<file path="src/common/tpc_params.svh">
`ifndef TPC_PARAMS_SVH
`define TPC_PARAMS_SVH

// Byte offsets of the registers
`define TPC_OFF_TSC      8'h00
`define TPC_OFF_CNT      8'h04
`define TPC_OFF_MOD      8'h08
`define TPC_OFF_SC0      8'h0C
`define TPC_OFF_CH0      8'h10
`define TPC_OFF_SC1      8'h14
`define TPC_OFF_CH1      8'h18
`define TPC_OFF_BRK      8'h1C

// Timer control and status fields
`define TPC_TSC_OVF      7
`define TPC_TSC_OIE      6
`define TPC_TSC_STOP     5
`define TPC_TSC_TRST     4
`define TPC_TSC_PS_HI    2
`define TPC_TSC_PS_LO    0

// Channel control and status fields
`define TPC_SC_FLAG      7
`define TPC_SC_CFG_HI    6
`define TPC_SC_CFG_LO    0

// Break flag control field
`define TPC_BRK_BREAK_CLEAR_ENABLE     0

// Reset values
`define TPC_RST_MOD      16'hFFFF
`define TPC_RST_STOP     1'b1
`define TPC_RST_PS       3'h0

// Prescaler code that selects the external clock pin
`define TPC_PS_EXT       3'h7
`define TPC_PRE_W        7

`endif

</file>
<file path="src/common/tpc_pkg.sv">
package tpc_pkg;

    // Channel configuration, bit 6 down to bit 0 of a channel register
    typedef struct packed {
        logic irq_enable;
        logic buffer_link;
        logic mode_bit_a;
        logic edge_level_b;
        logic edge_level_a;
        logic toggle_on_overflow;
        logic max_duty;
    } tpc_chan_cfg_type;

    // Pins of one channel
    typedef struct packed {
        logic out;
        logic oe;
    } tpc_pin_type;

endpackage

</file>
<file path="src/core/tpc_timer_pwm.sv">
`timescale 1ns/1ns
`default_nettype none
`include "tpc_params.svh"

module tpc_timer_pwm (
    // Clock and reset
    input  wire logic                   pclk,
    input  wire logic                   presetn,
    // APB slave
    input  wire logic                   psel,
    input  wire logic                   penable,
    input  wire logic                   pwrite,
    input  wire logic [7:0]             paddr,
    input  wire logic [31:0]            pwdata,
    output logic      [31:0]            prdata,
    output logic                        pready,
    output logic                        pslverr,
    // System state
    input  wire logic                   wait_mode,
    input  wire logic                   break_active,
    input  wire logic                   ext_clk_pin,
    // Requests to the processor
    output logic                        irq_req,
    output logic                        wake_req,
    // Channel pins
    output tpc_pkg::tpc_pin_type        chan0_pin,
    output tpc_pkg::tpc_pin_type        chan1_pin
);

    localparam int PW = `TPC_PRE_W;

    ////////////////////////////////////////////////////////////////////////
    // State

    logic                       ovf_flag_r,  ovf_flag_nxt;
    logic                       ovf_ie_r,    ovf_ie_nxt;
    logic                       stop_r,      stop_nxt;
    logic [2:0]                 ps_r,        ps_nxt;
    logic [15:0]                cnt_r,       cnt_nxt;
    logic [15:0]                mod_r,       mod_nxt;
    logic [PW-1:0]              pre_r,       pre_nxt;
    tpc_pkg::tpc_chan_cfg_type  cfg_r [2];
    tpc_pkg::tpc_chan_cfg_type  cfg_nxt [2];
    logic [15:0]                cmp_r [2];
    logic [15:0]                cmp_nxt [2];
    logic [1:0]                 cf_r,        cf_nxt;
    logic [1:0]                 arm_cf_r,    arm_cf_nxt;
    logic                       arm_ovf_r,   arm_ovf_nxt;
    logic                       break_clear_enable_r,      break_clear_enable_nxt;
    logic [1:0]                 pin_r,       pin_nxt;
    logic                       sel_r,       sel_nxt;
    logic                       last_wr_r,   last_wr_nxt;
    logic [31:0]                prdata_r,    prdata_nxt;
    logic                       ext_s1_r,    ext_s2_r,    ext_s3_r;

    ////////////////////////////////////////////////////////////////////////
    // Decode and timing

    logic               acc;
    logic               wr;
    logic               rd;
    logic               mapped;
    logic               clr_ok;
    logic               run;
    logic               tick;
    logic               ovf_evt;
    logic               linked;
    logic [PW-1:0]      mask;
    logic [1:0]         cmp_en;
    logic [1:0]         cmp_evt;
    logic [15:0]        cnt_step;
    logic [15:0]        act_val [2];

    // Flag with two-step clear; a new event wins over the clear
    function automatic logic [1:0] flag_upd(
        input logic f,
        input logic a,
        input logic evt,
        input logic rd_hit,
        input logic wr0,
        input logic ok
    );
        logic nf;
        logic na;
        nf = evt | (f & ~(a & wr0 & ok));
        na = a;
        if (evt) begin
            na = 1'b0;
        end else if (a & wr0 & ok) begin
            na = 1'b0;
        end else if (rd_hit & f & ok) begin
            na = 1'b1;
        end
        return {nf, na};
    endfunction

    always_comb begin
        mapped = paddr[1:0] == 2'b00 && paddr <= `TPC_OFF_BRK;
        acc    = psel & penable & ~wait_mode & mapped;
        wr     = acc & pwrite;
        rd     = acc & ~pwrite;
        clr_ok = ~break_active | break_clear_enable_r;
        run    = ~stop_r & ~break_active;
        mask   = PW'((8'h01 << ps_r) - 8'h01);
        if (ps_r == `TPC_PS_EXT) begin
            tick = run & ext_s2_r & ~ext_s3_r;
        end else begin
            tick = run & ((pre_r & mask) == mask);
        end
        ovf_evt = tick & (cnt_r == mod_r);
        cnt_step = ovf_evt ? 16'h0000 : cnt_r + 16'h0001;
        linked  = cfg_r[0].buffer_link;
        act_val[0] = (linked & sel_r) ? cmp_r[1] : cmp_r[0];
        act_val[1] = cmp_r[1];
        // Link bit alone selects compare mode on channel 0
        cmp_en[0] = (cfg_r[0].buffer_link | cfg_r[0].mode_bit_a)
                  & (cfg_r[0].edge_level_b | cfg_r[0].edge_level_a);
        cmp_en[1] = ~linked & cfg_r[1].mode_bit_a
                  & (cfg_r[1].edge_level_b | cfg_r[1].edge_level_a);
        for (int i = 0; i < 2; i++) begin
            // Exact match only: a value passed by a late write is missed
            // Match on the value being entered, so width equals compare
            cmp_evt[i] = tick & cmp_en[i]
                       & (cnt_step == act_val[i]);
        end
    end

    ////////////////////////////////////////////////////////////////////////
    // Next state

    always_comb begin
        logic [1:0] fu;
        logic       wr_tsc;
        logic       ch_wr;
        fu          = 2'b00;
        wr_tsc      = wr && paddr == `TPC_OFF_TSC;
        ch_wr       = 1'b0;
        ovf_ie_nxt  = ovf_ie_r;
        stop_nxt    = stop_r;
        ps_nxt      = ps_r;
        mod_nxt     = mod_r;
        cfg_nxt     = cfg_r;
        cmp_nxt     = cmp_r;
        cf_nxt      = cf_r;
        arm_cf_nxt  = arm_cf_r;
        break_clear_enable_nxt    = break_clear_enable_r;
        pin_nxt     = pin_r;
        sel_nxt     = sel_r;
        last_wr_nxt = last_wr_r;
        prdata_nxt  = prdata_r;

        // Counter and prescaler
        pre_nxt = run ? PW'(pre_r + 1'b1) : pre_r;
        if (ovf_evt) begin
            cnt_nxt = 16'h0000;
        end else if (tick) begin
            cnt_nxt = cnt_r + 16'h0001;
        end else begin
            cnt_nxt = cnt_r;
        end
        if (wr_tsc && pwdata[`TPC_TSC_TRST]) begin
            cnt_nxt = 16'h0000;
            pre_nxt = '0;
        end

        // Overflow flag
        fu = flag_upd(ovf_flag_r, arm_ovf_r, ovf_evt,
                      rd && paddr == `TPC_OFF_TSC,
                      wr_tsc && !pwdata[`TPC_TSC_OVF], clr_ok);
        ovf_flag_nxt = fu[1];
        arm_ovf_nxt  = fu[0];

        // Register writes
        if (wr) begin
            unique case (paddr)
                `TPC_OFF_TSC: begin
                    ovf_ie_nxt = pwdata[`TPC_TSC_OIE];
                    stop_nxt   = pwdata[`TPC_TSC_STOP];
                    ps_nxt     = pwdata[`TPC_TSC_PS_HI:`TPC_TSC_PS_LO];
                end
                `TPC_OFF_MOD: mod_nxt = pwdata[15:0];
                `TPC_OFF_SC0: cfg_nxt[0] =
                    pwdata[`TPC_SC_CFG_HI:`TPC_SC_CFG_LO];
                `TPC_OFF_SC1: begin
                    if (!linked) begin
                        cfg_nxt[1] = pwdata[`TPC_SC_CFG_HI:`TPC_SC_CFG_LO];
                        cfg_nxt[1].buffer_link = 1'b0;
                    end
                end
                `TPC_OFF_CH0: begin
                    cmp_nxt[0]  = pwdata[15:0];
                    last_wr_nxt = 1'b0;
                    ch_wr       = 1'b1;
                end
                `TPC_OFF_CH1: begin
                    cmp_nxt[1]  = pwdata[15:0];
                    last_wr_nxt = 1'b1;
                    ch_wr       = 1'b1;
                end
                `TPC_OFF_BRK: break_clear_enable_nxt = pwdata[`TPC_BRK_BREAK_CLEAR_ENABLE];
                default: ;
            endcase
        end

        // Channel flags
        for (int i = 0; i < 2; i++) begin
            fu = flag_upd(cf_r[i], arm_cf_r[i], cmp_evt[i],
                 rd && paddr == (i == 0 ? `TPC_OFF_SC0 : `TPC_OFF_SC1),
                 wr && !pwdata[`TPC_SC_FLAG] &&
                 paddr == (i == 0 ? `TPC_OFF_SC0 : `TPC_OFF_SC1),
                 clr_ok);
            cf_nxt[i]     = fu[1];
            arm_cf_nxt[i] = fu[0];
        end
        if (linked) begin
            cf_nxt[1]     = 1'b0;
            arm_cf_nxt[1] = 1'b0;
        end

        // Active compare register swaps only at overflow while linked; clearing the link returns channel 0 to CH0 at once
        if (!linked) begin
            sel_nxt = 1'b0;
        end else if (ovf_evt) begin
            sel_nxt = ch_wr ? last_wr_nxt : last_wr_r;
        end

        // Pin actions; a compare in the overflow tick wins
        for (int i = 0; i < 2; i++) begin
            if (cfg_r[i].max_duty && cfg_r[i].toggle_on_overflow) begin
                pin_nxt[i] = ~cfg_r[i].edge_level_a;
            end else begin
                if (ovf_evt && cfg_r[i].toggle_on_overflow) begin
                    pin_nxt[i] = ~pin_r[i];
                end
                if (cmp_evt[i]) begin
                    unique case ({cfg_r[i].edge_level_b,
                                  cfg_r[i].edge_level_a})
                        2'b01:   pin_nxt[i] = ~pin_r[i];
                        2'b10:   pin_nxt[i] = 1'b0;
                        2'b11:   pin_nxt[i] = 1'b1;
                        default: ;
                    endcase
                end
            end
        end

        // Read data captured in the setup cycle
        if (psel && !penable && !pwrite) begin
            prdata_nxt = 32'h0000_0000;
            if (!wait_mode) begin
                unique case (paddr)
                    `TPC_OFF_TSC: begin
                        prdata_nxt[`TPC_TSC_OVF]  = ovf_flag_r;
                        prdata_nxt[`TPC_TSC_OIE]  = ovf_ie_r;
                        prdata_nxt[`TPC_TSC_STOP] = stop_r;
                        prdata_nxt[`TPC_TSC_PS_HI:`TPC_TSC_PS_LO] = ps_r;
                    end
                    `TPC_OFF_CNT: prdata_nxt[15:0] = cnt_r;
                    `TPC_OFF_MOD: prdata_nxt[15:0] = mod_r;
                    `TPC_OFF_SC0: prdata_nxt[7:0] = {cf_r[0], cfg_r[0]};
                    `TPC_OFF_SC1: prdata_nxt[7:0] = {cf_r[1], cfg_r[1]};
                    `TPC_OFF_CH0: prdata_nxt[15:0] = cmp_r[0];
                    `TPC_OFF_CH1: prdata_nxt[15:0] = cmp_r[1];
                    `TPC_OFF_BRK: prdata_nxt[`TPC_BRK_BREAK_CLEAR_ENABLE] = break_clear_enable_r;
                    default: ;
                endcase
            end
        end
    end

    ////////////////////////////////////////////////////////////////////////
    // Registers

    always_ff @(posedge pclk or negedge presetn) begin
        if (!presetn) begin
            ovf_flag_r <= 1'b0;
            ovf_ie_r   <= 1'b0;
            stop_r     <= `TPC_RST_STOP;
            ps_r       <= `TPC_RST_PS;
            cnt_r      <= 16'h0000;
            mod_r      <= `TPC_RST_MOD;
            pre_r      <= '0;
            cfg_r[0]   <= '0;
            cfg_r[1]   <= '0;
            cmp_r[0]   <= 16'h0000;
            cmp_r[1]   <= 16'h0000;
            cf_r       <= 2'b00;
            arm_cf_r   <= 2'b00;
            arm_ovf_r  <= 1'b0;
            break_clear_enable_r     <= 1'b0;
            pin_r      <= 2'b00;
            sel_r      <= 1'b0;
            last_wr_r  <= 1'b0;
            prdata_r   <= 32'h0000_0000;
            ext_s1_r   <= 1'b0;
            ext_s2_r   <= 1'b0;
            ext_s3_r   <= 1'b0;
        end else begin
            ovf_flag_r <= ovf_flag_nxt;
            ovf_ie_r   <= ovf_ie_nxt;
            stop_r     <= stop_nxt;
            ps_r       <= ps_nxt;
            cnt_r      <= cnt_nxt;
            mod_r      <= mod_nxt;
            pre_r      <= pre_nxt;
            cfg_r      <= cfg_nxt;
            cmp_r      <= cmp_nxt;
            cf_r       <= cf_nxt;
            arm_cf_r   <= arm_cf_nxt;
            arm_ovf_r  <= arm_ovf_nxt;
            break_clear_enable_r     <= break_clear_enable_nxt;
            pin_r      <= pin_nxt;
            sel_r      <= sel_nxt;
            last_wr_r  <= last_wr_nxt;
            prdata_r   <= prdata_nxt;
            ext_s1_r   <= ext_clk_pin;
            ext_s2_r   <= ext_s1_r;
            ext_s3_r   <= ext_s2_r;
        end
    end

    ////////////////////////////////////////////////////////////////////////
    // Outputs

    always_comb begin
        prdata  = prdata_r;
        pready  = 1'b1;
        // Wait mode or an unmapped address answers with an error
        pslverr = psel & penable & (wait_mode | ~mapped);
        irq_req = (ovf_flag_r & ovf_ie_r)
                | (cf_r[0] & cfg_r[0].irq_enable)
                | (cf_r[1] & cfg_r[1].irq_enable);
        wake_req = wait_mode & irq_req;
        chan0_pin.out = pin_r[0];
        chan0_pin.oe  = cmp_en[0];
        chan1_pin.out = pin_r[1];
        chan1_pin.oe  = cmp_en[1];
    end

endmodule
`default_nettype wire

</file>
<file path="config.mk">
export PLATFORM = sky130hd
export DESIGN_NAME = tpc_timer_pwm
export DESIGN_NICKNAME = d
export VERILOG_FILES = /design/src/common/tpc_pkg.sv /design/src/core/tpc_timer_pwm.sv
export VERILOG_INCLUDE_DIRS = /design/src /design/src/common
export SDC_FILE = /design/constraint.sdc
export NUM_CORES = 1
export LEC_CHECK = 0
export BUFFER_PORTS_ARGS = -buffer_cell sky130_fd_sc_hd__buf_4
export CORE_MARGIN = 5
export CORE_UTILIZATION = 53
export DETAILED_ROUTE_END_ITERATION = 7
export GPL_TIMING_DRIVEN = 0
export PLACE_DENSITY = 0.77
export SLEW_MARGIN = 20
export SYNTH_ARGS = -nofsm -noshare
export SYNTH_HDL_FRONTEND = slang
export SYNTH_SLANG_ARGS = --single-unit
</file>
<file path="constraint.sdc">
create_clock -name pclk -period 3.2 [get_ports pclk]
set_input_delay 0.16 -clock pclk [delete_from_list [all_inputs] [get_ports pclk]]
set_output_delay 0.16 -clock pclk [all_outputs]
set_load 0.005 [all_outputs]
</file>
* After elaboration in Yosys (flattened, before gate mapping)
Cells that the tools add are included.
** Storage, ports and cells
- Register bits after elaboration :: 119
- Output and inout bits :: 40
** Cells by class
- $add $sub $neg :: 3
- Order comparisons :: 1
- Equality and inequality tests :: 19
- Shift operators :: 1
- Muxes and demuxes :: 40
- Bitwise logic cells :: 63
- Reductions and logical operators :: 34
** Operator list (count)
- $mux 16 :: 6
- $eq 16x16->1 :: 3
- $and 1x1->1 :: 38
- $eq 8x5->1 const B :: 4
- $pmux 8 s4 :: 1
- $mux 1 :: 24
- $pmux 3 s7 :: 1
- $add 16x1->16 const B :: 1
- $eq 8x4->1 const B :: 2
- $logic_and 1x1->1 :: 16
- $mux 7 :: 2
- $not 1->1 :: 14
- $pmux 2 s7 :: 1
- $pmux 2 s6 :: 1
- $reduce_and 2->1 :: 6
- $or 1x1->1 :: 10
- $reduce_bool 3->1 :: 3
- $eq 2x2->1 const B :: 4
- $eq 8x3->1 const B :: 1
- $le 8x5->1 const B :: 1
- $logic_not 8->1 :: 1
- $pmux 1 s8 :: 1
- $add 7x1->7 const B :: 1
- $and 7x7->7 :: 1
- other kinds (14) :: 18

* Logic depth before layout (Yosys ltp)
Gate-level depths: netlist of run 1.
- Depth in word-level cells :: 12
- Mapped depth :: 14
- Gate-level depth less buffers :: 12

* Least setup slack after synthesis of run 1
OpenSTA, ideal clock, no wires.
- Path type :: register to register
- From :: register ps_r[1]
- To :: register pin_r[1]
- Setup time :: 0.125 ns
- Arrival :: 3.335 ns
- Slack :: -0.259 ns
- Cell stages (with the launch flop) :: 12
- Path buffers :: 1
- Clock period less this slack :: 3.459 ns
- Path through :: dfrtp_1 -> buf_6 -> or3_1 -> ha_1 -> mux2_4 -> o221a_1 -> a2111oi_4 -> nor2_1 -> nor4_1 -> o21ai_0 -> and4bb_2 -> mux2_2
** On the way
- Word-level cells in the longest chain between the ends :: 12
- Elaborated cells between the ends (all ways) :: 17
- Those cells by class :: add/sub (1); eq/ne (3); shift (1); mux (6); bitwise (5); reduce/logical (1)
** Ends and longest elaborated chain
- start: declaration :: line tpc_timer_pwm.sv:38 : logic [2:0] ps_r, ps_nxt;
- start signal: assignment :: line tpc_timer_pwm.sv:279 : ps_r <= `TPC_RST_PS;
- start signal: assignment :: line tpc_timer_pwm.sv:302 : ps_r <= ps_nxt;
- $shl 1x3->7 :: line tpc_timer_pwm.sv:104 : mask = PW'((8'h01 << ps_r) - 8'h01);
- $sub 7x1->7 :: line tpc_timer_pwm.sv:104
- $and 7x7->7 :: line tpc_timer_pwm.sv:108 : tick = run & ((pre_r & mask) == mask);
- $eq 7x7->1 :: line tpc_timer_pwm.sv:108
- $and 1x1->1 :: line tpc_timer_pwm.sv:108
- $mux 1 * :: line tpc_timer_pwm.sv:105 : if (ps_r == `TPC_PS_EXT) begin
- $and 1x1->1 :: line tpc_timer_pwm.sv:110 : ovf_evt = tick & (cnt_r == mod_r);
- $mux 16 / $logic_and 1x1->1 (equally long branches) :: line tpc_timer_pwm.sv:111, tpc_timer_pwm.sv:232
- $eq 16x16->1 / $mux 1 (equally long branches) :: line tpc_timer_pwm.sv:124, tpc_timer_pwm.sv:232
- $and 1x1->1 / $pmux 1 s3 (equally long branches) :: line tpc_timer_pwm.sv:124, tpc_timer_pwm.sv:236
- $mux 1 * :: line tpc_timer_pwm.sv:235 : if (cmp_evt[i]) begin
- $mux 1 * :: line tpc_timer_pwm.sv:229 : if (cfg_r[i].max_duty && cfg_r[i].toggle_on_overflow) begin
- via pin_nxt[1] :: line tpc_timer_pwm.sv:50 : logic [1:0] pin_r, pin_nxt;
- end signal: assignment :: line tpc_timer_pwm.sv:312 : pin_r <= pin_nxt;
- end: declaration :: line tpc_timer_pwm.sv:50
The timed path passes the listed nets; every way through them passes the cells marked *.
A chain may end at the register's enable or synchronous reset.

* Final worst setup path of run 1
- From :: register ps_r[1]
- To :: register pin_r[0]
Same word-level chain as after synthesis.

==> results of run 1 <==
[cells by family after synthesis]
kind of cell	count (synthesis)	synth area share
flops	119	0.422
xor+xnor	44	0.0562
other cells	2	0.00106
buf+inv	70	0.0526
fa+ha+maj	3	0.00528
compound gates	159	0.159
simple gates	234	0.168
mux	87	0.135
[per-stage QoR]
stage / total power, mW / cell area, um2
6_report: 4.87 / 8900
5_1_grt: 5.05 / 8900
4_1_cts: 4.65 / 8630
3_5_place_dp: 2.70 / 7830
3_3_place_gp: 2.68 / 7810
2_1_floorplan: 2.37 / 7190
[worst register-to-register path, stage by stage, from the launching register on]
cell and delay, ns:
dfrtp_1 0.37, buf_6 0.12, or3_4 0.34, ha_4 0.18, mux2_4 0.27, o221a_4 0.30, a2111oi_4 0.42, buf_6 0.17
mux2i_1 0.08, nor4_2 0.38, buf_4 0.18, nand3_4 0.06, o41ai_4 0.46, a22oi_2 0.10
[layout make-up]
cell class              instances  area, um2  share of cell area
multi-input cells             544       4020               0.451
flip-flops and latches        119       3000               0.337
repair buffers                 89        708              0.0795
clock buffers                  18        429              0.0482
plain buffers                  57        324              0.0364
well taps                     176        220              0.0247
clock inverters                14        159              0.0178
inverters                      12       45.0             0.00506
[layer usage]
layer  vias up  wire length (um)  global-route usage
met5         -                 0                   0
met4         0               658               0.121
met3        70              2110              0.0644
met2       386             10600               0.449
met1      3152              8810               0.361
li1       2845                 -                   -
[synthesized netlist by cell type (all sizes together), types with 5 or more instances]
| cell type | number |
|---|---|
| a21oi | 30 |
| a22o | 12 |
| a22oi | 35 |
| a31oi | 7 |
| and2 | 6 |
| and3 | 5 |
| buf | 29 |
| clkbuf | 29 |
| dfrtp | 102 |
| dfstp | 17 |
| inv | 12 |
| mux2 | 69 |
| mux2i | 18 |
| nand2 | 66 |
| nand3 | 26 |
| nand3b | 5 |
| nand4 | 8 |
| nor2 | 48 |
| nor2b | 5 |
| nor3 | 25 |
| nor4 | 10 |
| o211ai | 6 |
| o21ai | 26 |
| o22ai | 9 |
| or3 | 5 |
| xnor2 | 34 |
| xor2 | 9 |
[placed cells by master, fill, tap and decap left out, types with 9 or more instances in the layout]
cell and count:
dfrtp_1 101, conb_1 17, buf_4 93, a22o_1 11, mux2i_1 18, dfstp_2 17
clkbuf_16 17, nor3_1 22, a21oi_1 28, inv_1 12, a22oi_1 33, dlygate4sd3_1 9
nand2_1 65, o21ai_0 19, mux2_2 67, nand3_1 25, xnor2_1 33, clkbuf_1 25
nor2_1 46
[registers in the layout (all words and copies together), names as in the netlist, 2 cells and up]
register  count
act_val      16
arm_cf_r      2
mod_r        16
pre_r         7
cf_r          2
ps_r          3
cmp_r        16
pin_r         2
cfg_r        12
cnt_r        16
prdata       16
[worst paths after layout]
path / slack (ns) / startpoint / end
max in group asynchronous: 2.07 / presetn / cnt_r[1]$_DFFE_PN0P_
max: -0.38 / ps_r[1]$_DFFE_PN0P_ / pin_r[0]$_DFF_PN0_
min reg2reg: 0.35 / ext_s1_r$_DFF_PN0_ / ext_s2_r$_DFF_PN0_
min: 0.009 / pwdata[12] / mod_r[12]$_DFFE_PN1P_
min in group asynchronous: 0.47 / presetn / pin_r[1]$_DFF_PN0_
max reg2reg: -0.38 / ps_r[1]$_DFFE_PN0P_ / pin_r[0]$_DFF_PN0_
[what timing repair did]
item | CTS | global route
hold buffers | 9 | 0
endpoints found under the hold margin | 121 | 0
pin swaps | 12 | 17
buffers inserted | 11 | 16
setup endpoints to repair | 16 | 13
gates resized for setup | 8 | 41
[report_power, final]
part	switching, mW	leakage [nW]	internal (mW)
clock	0.707	0.281	1.21
sequential	0.0877	1.55	1.59
combinational	0.748	2.21	0.521
total	1.54	4.04	3.33
==> results.yml, run 1 <==
run_status:
  outcome: "complete, but fails checks"
  violations: "negative setup slack"
synthesis:
  synth_area_per_cell_um2: 9.90
  synth_top_area_cell: "dfrtp_1"
  syn_inst: 718
  ys_seq_elements: 119
  yosys.area.top_type_share: 0.359
  ys_types: 76
  seq_area_frac_synth: 0.422
  ys_warn_count: 0
  synth-main-ff-cell: "dfrtp_1"
  synthArstFlopShare: 1.00
  synth_edf_count: 0
  synth_area_um2: 7110
  yosys-top-cells-area: "dfrtp_1 (36%), mux2_2 (11%), dfstp_2 (6.3%), xnor2_1 (4.2%), a22oi_1 (3.7%)"
clocking:
  clk_path_buf_depth: 2
  cts_sinks: 119
  clk_pin_slew_ns: 0.06
  clk_latency_ns: 0.43
  cts_buffers: 17
  cts_root_buf: "clkbuf_16"
  cts_tree: "yes"
  cts_htree_levels: 4
timing:
  whs_ns: 0.00879
  slew_headroom: 0.268
  fmax_mhz: 279
  finalSetupViolCount: 6
  hold_viol: 0
  timing.final.crit_share: 1.12
  drv_slew: 0
  tns_ns: -1.67
  fin_ws_ns: -0.380
  skew_ns: 0.00993
  rsz0062_at_grt: "yes"
  worst_pin_slew_ns: 1.09
  min_period_ns: 3.58
detailed_routing:
  drt_iter0_markers: 775
  vias: 6453
  antenna_left: 0
  wl_mm: 22.1
  wl_per_cell_um: 21.5
  post-route-drc-count: 0
  drtPass1Iterations: 8
  viasPerCell: 6.27
worst_setup_path:
  cp_slowest_cell: "o41ai_4"
  worst-path-max-fanout: 5
  reg2regPathDepth: 13
  cp_top_family: "compound AO/OA/AOI/OAI gates"
  cp.arrival_ns: 3.87
  end_kind: "flop"
  worstPathCellList: "buf_6 > or3_4 > ha_4 > mux2_4 > o221a_4 > a2111oi_4 > buf_6 > mux2i_1 > nor4_2 > buf_4 > nand3_4 > o41ai_4 > a22oi_2"
  critical_path_buf_inv_count: 3
  worst-path-stages: 13
  crit_top_cell: "buf_6"
  start_kind: "flop"
  critPathMaxStageDelay_ns: 0.46
  cp.required_ns: 3.49
  crit_type: "flop to flop"
final_layout:
  drive_above_1_share: 0.325
  n_fill_cell: 1004
  instances_no_fill: 1029
  diodes: 0
  fin_nets: 891
  utilization: 0.675
  syn_to_final_growth_pct: 25.3
global_routing:
  grt_pass1_vias: 6347
  grt_pass1_wl_mm: 34.9
  antenna_found_initial: 0
  grt_usage: 0.278
  overflow: 0
  grt_max_degree: 120
place:
  dpl.hpwl_mm: 15.7
  port_buffers: 54
  dp_cells: 964
  gp_congestion: 0.965
  place_ws_ns: -0.759
flow_run:
  maxCapViolCount: 0
die:
  ioPinCount: 88
  row_count: 42
  die-area_um2: 15800
  die_x_um: 126
  core_area_um2: 13200
  start_util: 0.539
  die_h_um: 126
worst_hold_path:
  hp-class: "input port to flop"
  hold-path-cell-count: 2
power:
  powerDensity_nw_per_um2: 547
  vdd_drop_max_mv: 0.427
  p_leak_nw: 4.04
Note: power is estimated with default switching activity, not from simulation.
==> run 2: changes to the inputs <==
--- a/config.mk
+++ b/config.mk
@@ -12,6 +12,7 @@
 export DETAILED_ROUTE_END_ITERATION = 7
 export GPL_TIMING_DRIVEN = 0
 export PLACE_DENSITY = 0.77
+export SKIP_LAST_GASP = 1
 export SLEW_MARGIN = 20
 export SYNTH_ARGS = -nofsm -noshare
 export SYNTH_HDL_FRONTEND = slang
==> run 2 against run 1 <==
The run still ends with negative setup slack left. Via count decreased by 0.15%. Count of clock-buffer cells in the layout stayed put. Clock power about the same. Design area hardly changed. Non-clock buffer count unchanged. First-iteration DRC count down 3.7%. Wire length fell by 0.28%. Register-to-register slack got worse by 0.02 ns.
==> results.yml, run 2 (synthesis gave the netlist of run 1 again) <==
run_status:
  outcome: "complete, but fails checks"
  violations: "negative setup slack"
worst_setup_path:
  worstPathCellList: "buf_6 > or3_4 > ha_4 > mux2_4 > o221a_4 > a2111oi_4 > buf_6 > mux2i_1 > nor4_2 > buf_4 > nand3_4 > o41ai_4 > a22oi_2"
  crit_type: "flop to flop"
  cp.arrival_ns: 3.89
  crit_top_cell: "buf_6"
  critical_path_buf_inv_count: 3
  critPathMaxStageDelay_ns: 0.46
  start_kind: "flop"
  worst-path-max-fanout: 5
  cp.required_ns: 3.49
  cp_slowest_cell: "o41ai_4"
  cp_top_family: "compound AO/OA/AOI/OAI gates"
  end_kind: "flop"
global_routing:
  grt_usage: 0.278
  overflow: 0
  grt_pass1_wl_mm: 34.9
  antenna_found_initial: 0
  grt_max_degree: 120
  grt_pass1_vias: 6347
final_layout:
  n_fill_cell: 1004
  utilization: 0.675
  register_area_um2: 3000
  fin_nets: 891
  instances_no_fill: 1029
  final_common_cell: "dfrtp_1"
  final_cell_mix: "dfrtp_1 (101), buf_4 (93), mux2_2 (67)"
  multi_input_area_um2: 4010
  diodes: 0
  fin_area_um2: 8900
  syn_to_final_growth_pct: 25.2
  drive_above_1_share: 0.322
detailed_routing:
  routed.top_layer: "met4"
  wl_mm: 22.1
  met1_length_mm: 8.79
  viasPerCell: 6.26
  drtPass1Iterations: 7
  post-route-drc-count: 0
  antenna_left: 0
  wl_per_cell_um: 21.4
  drt_iter0_markers: 746
  vias: 6443
  met3_length_mm: 2.19
  dr_wl_met2_mm: 10.3
power:
  p_leak_nw: 4.04
  p_total_mw: 4.87
  vdd_drop_max_mv: 0.427
  powerDensity_nw_per_um2: 548
timing:
  min_period_ns: 3.60
  slew_headroom: 0.271
  drv_slew: 0
  finalSetupViolCount: 6
  timing.final.crit_share: 1.13
  tns_ns: -1.74
  whs_ns: 0.00813
  fmax_mhz: 278
  worst_pin_slew_ns: 1.08
  skew_ns: 0.00824
  rsz0062_at_grt: "yes"
  fin_ws_ns: -0.401
  hold_viol: 0
place:
  dp_cells: 964
  place_ws_ns: -0.759
  gp_congestion: 0.965
  post_dp_cell_area_um2: 7830
  port_buffers: 54
  dpl.hpwl_mm: 15.7
die:
  ioPinCount: 88
  die-area_um2: 15800
  core_area_um2: 13200
  die_h_um: 126
  die_x_um: 126
  start_util: 0.539
  row_count: 42
worst_hold_path:
  hp-class: "input port to flop"
clocking:
  cts_tree: "yes"
  clk_path_buf_depth: 2
  clk_latency_ns: 0.43
  clk_pin_slew_ns: 0.06
  cts_htree_levels: 4
  cts_buffers: 17
  cts_sinks: 119
  cts_root_buf: "clkbuf_16"
flow_run:
  maxCapViolCount: 0
run 2: worst reg2reg max path, delay by kind of cell (launching register included):
kind / cells / cell delay, ns
compound gates: 4 / 1.30
buf+inv: 3 / 0.47
flops: 1 / 0.37
fa+ha+maj: 1 / 0.18
simple gates: 3 / 0.79
mux: 2 / 0.35
run 2: repair_timing:
item                       4_1_cts  5_1_grt
pin swaps                       12       17
cloned                           0        0
setup endpoints to repair       16       13
hold buffers                     9        0
hold endpoints to repair       121        0
setup buffers                   11       16
resized for setup                8       37
run 2: final timing paths:
path | slack [ns] | endpoint | startpoint | cells past startpoint
setup / recovery | -0.40 | pin_r[0]$_DFF_PN0_ | ps_r[1]$_DFFE_PN0P_ | 13
hold / removal | 0.008 | mod_r[12]$_DFFE_PN1P_ | pwdata[12] | 2
setup reg to reg | -0.40 | pin_r[0]$_DFF_PN0_ | ps_r[1]$_DFFE_PN0P_ | 13
hold reg to reg | 0.35 | ext_s2_r$_DFF_PN0_ | ext_s1_r$_DFF_PN0_ | 0
max in group asynchronous | 2.08 | cnt_r[1]$_DFFE_PN0P_ | presetn | 2
min in group asynchronous | 0.45 | pin_r[1]$_DFF_PN0_ | presetn | 2
run 2: routing by layer:
layer	up-vias	GRT usage
li1	2844	-
met1	3106	0.361
met2	406	0.449
met3	87	0.0644
met4	0	0.121
met5	-	0
run 2: power by group:
part           switching (mW)  total (mW)  internal (mW)
combinational           0.747        1.27          0.521
sequential             0.0876        1.68           1.59
clock                   0.710        1.92           1.21
run 2: final cells by class:
| class | count | area share |
|---|---|---|
| timing repair buffer | 89 | 0.0796 |
| buffer | 57 | 0.0363 |
| clock buffer | 18 | 0.0482 |
| tap | 176 | 0.0247 |
| sequential | 119 | 0.337 |
| inverter | 12 | 0.00506 |
| multi-input combinational | 544 | 0.451 |
| clock inverter | 14 | 0.0179 |
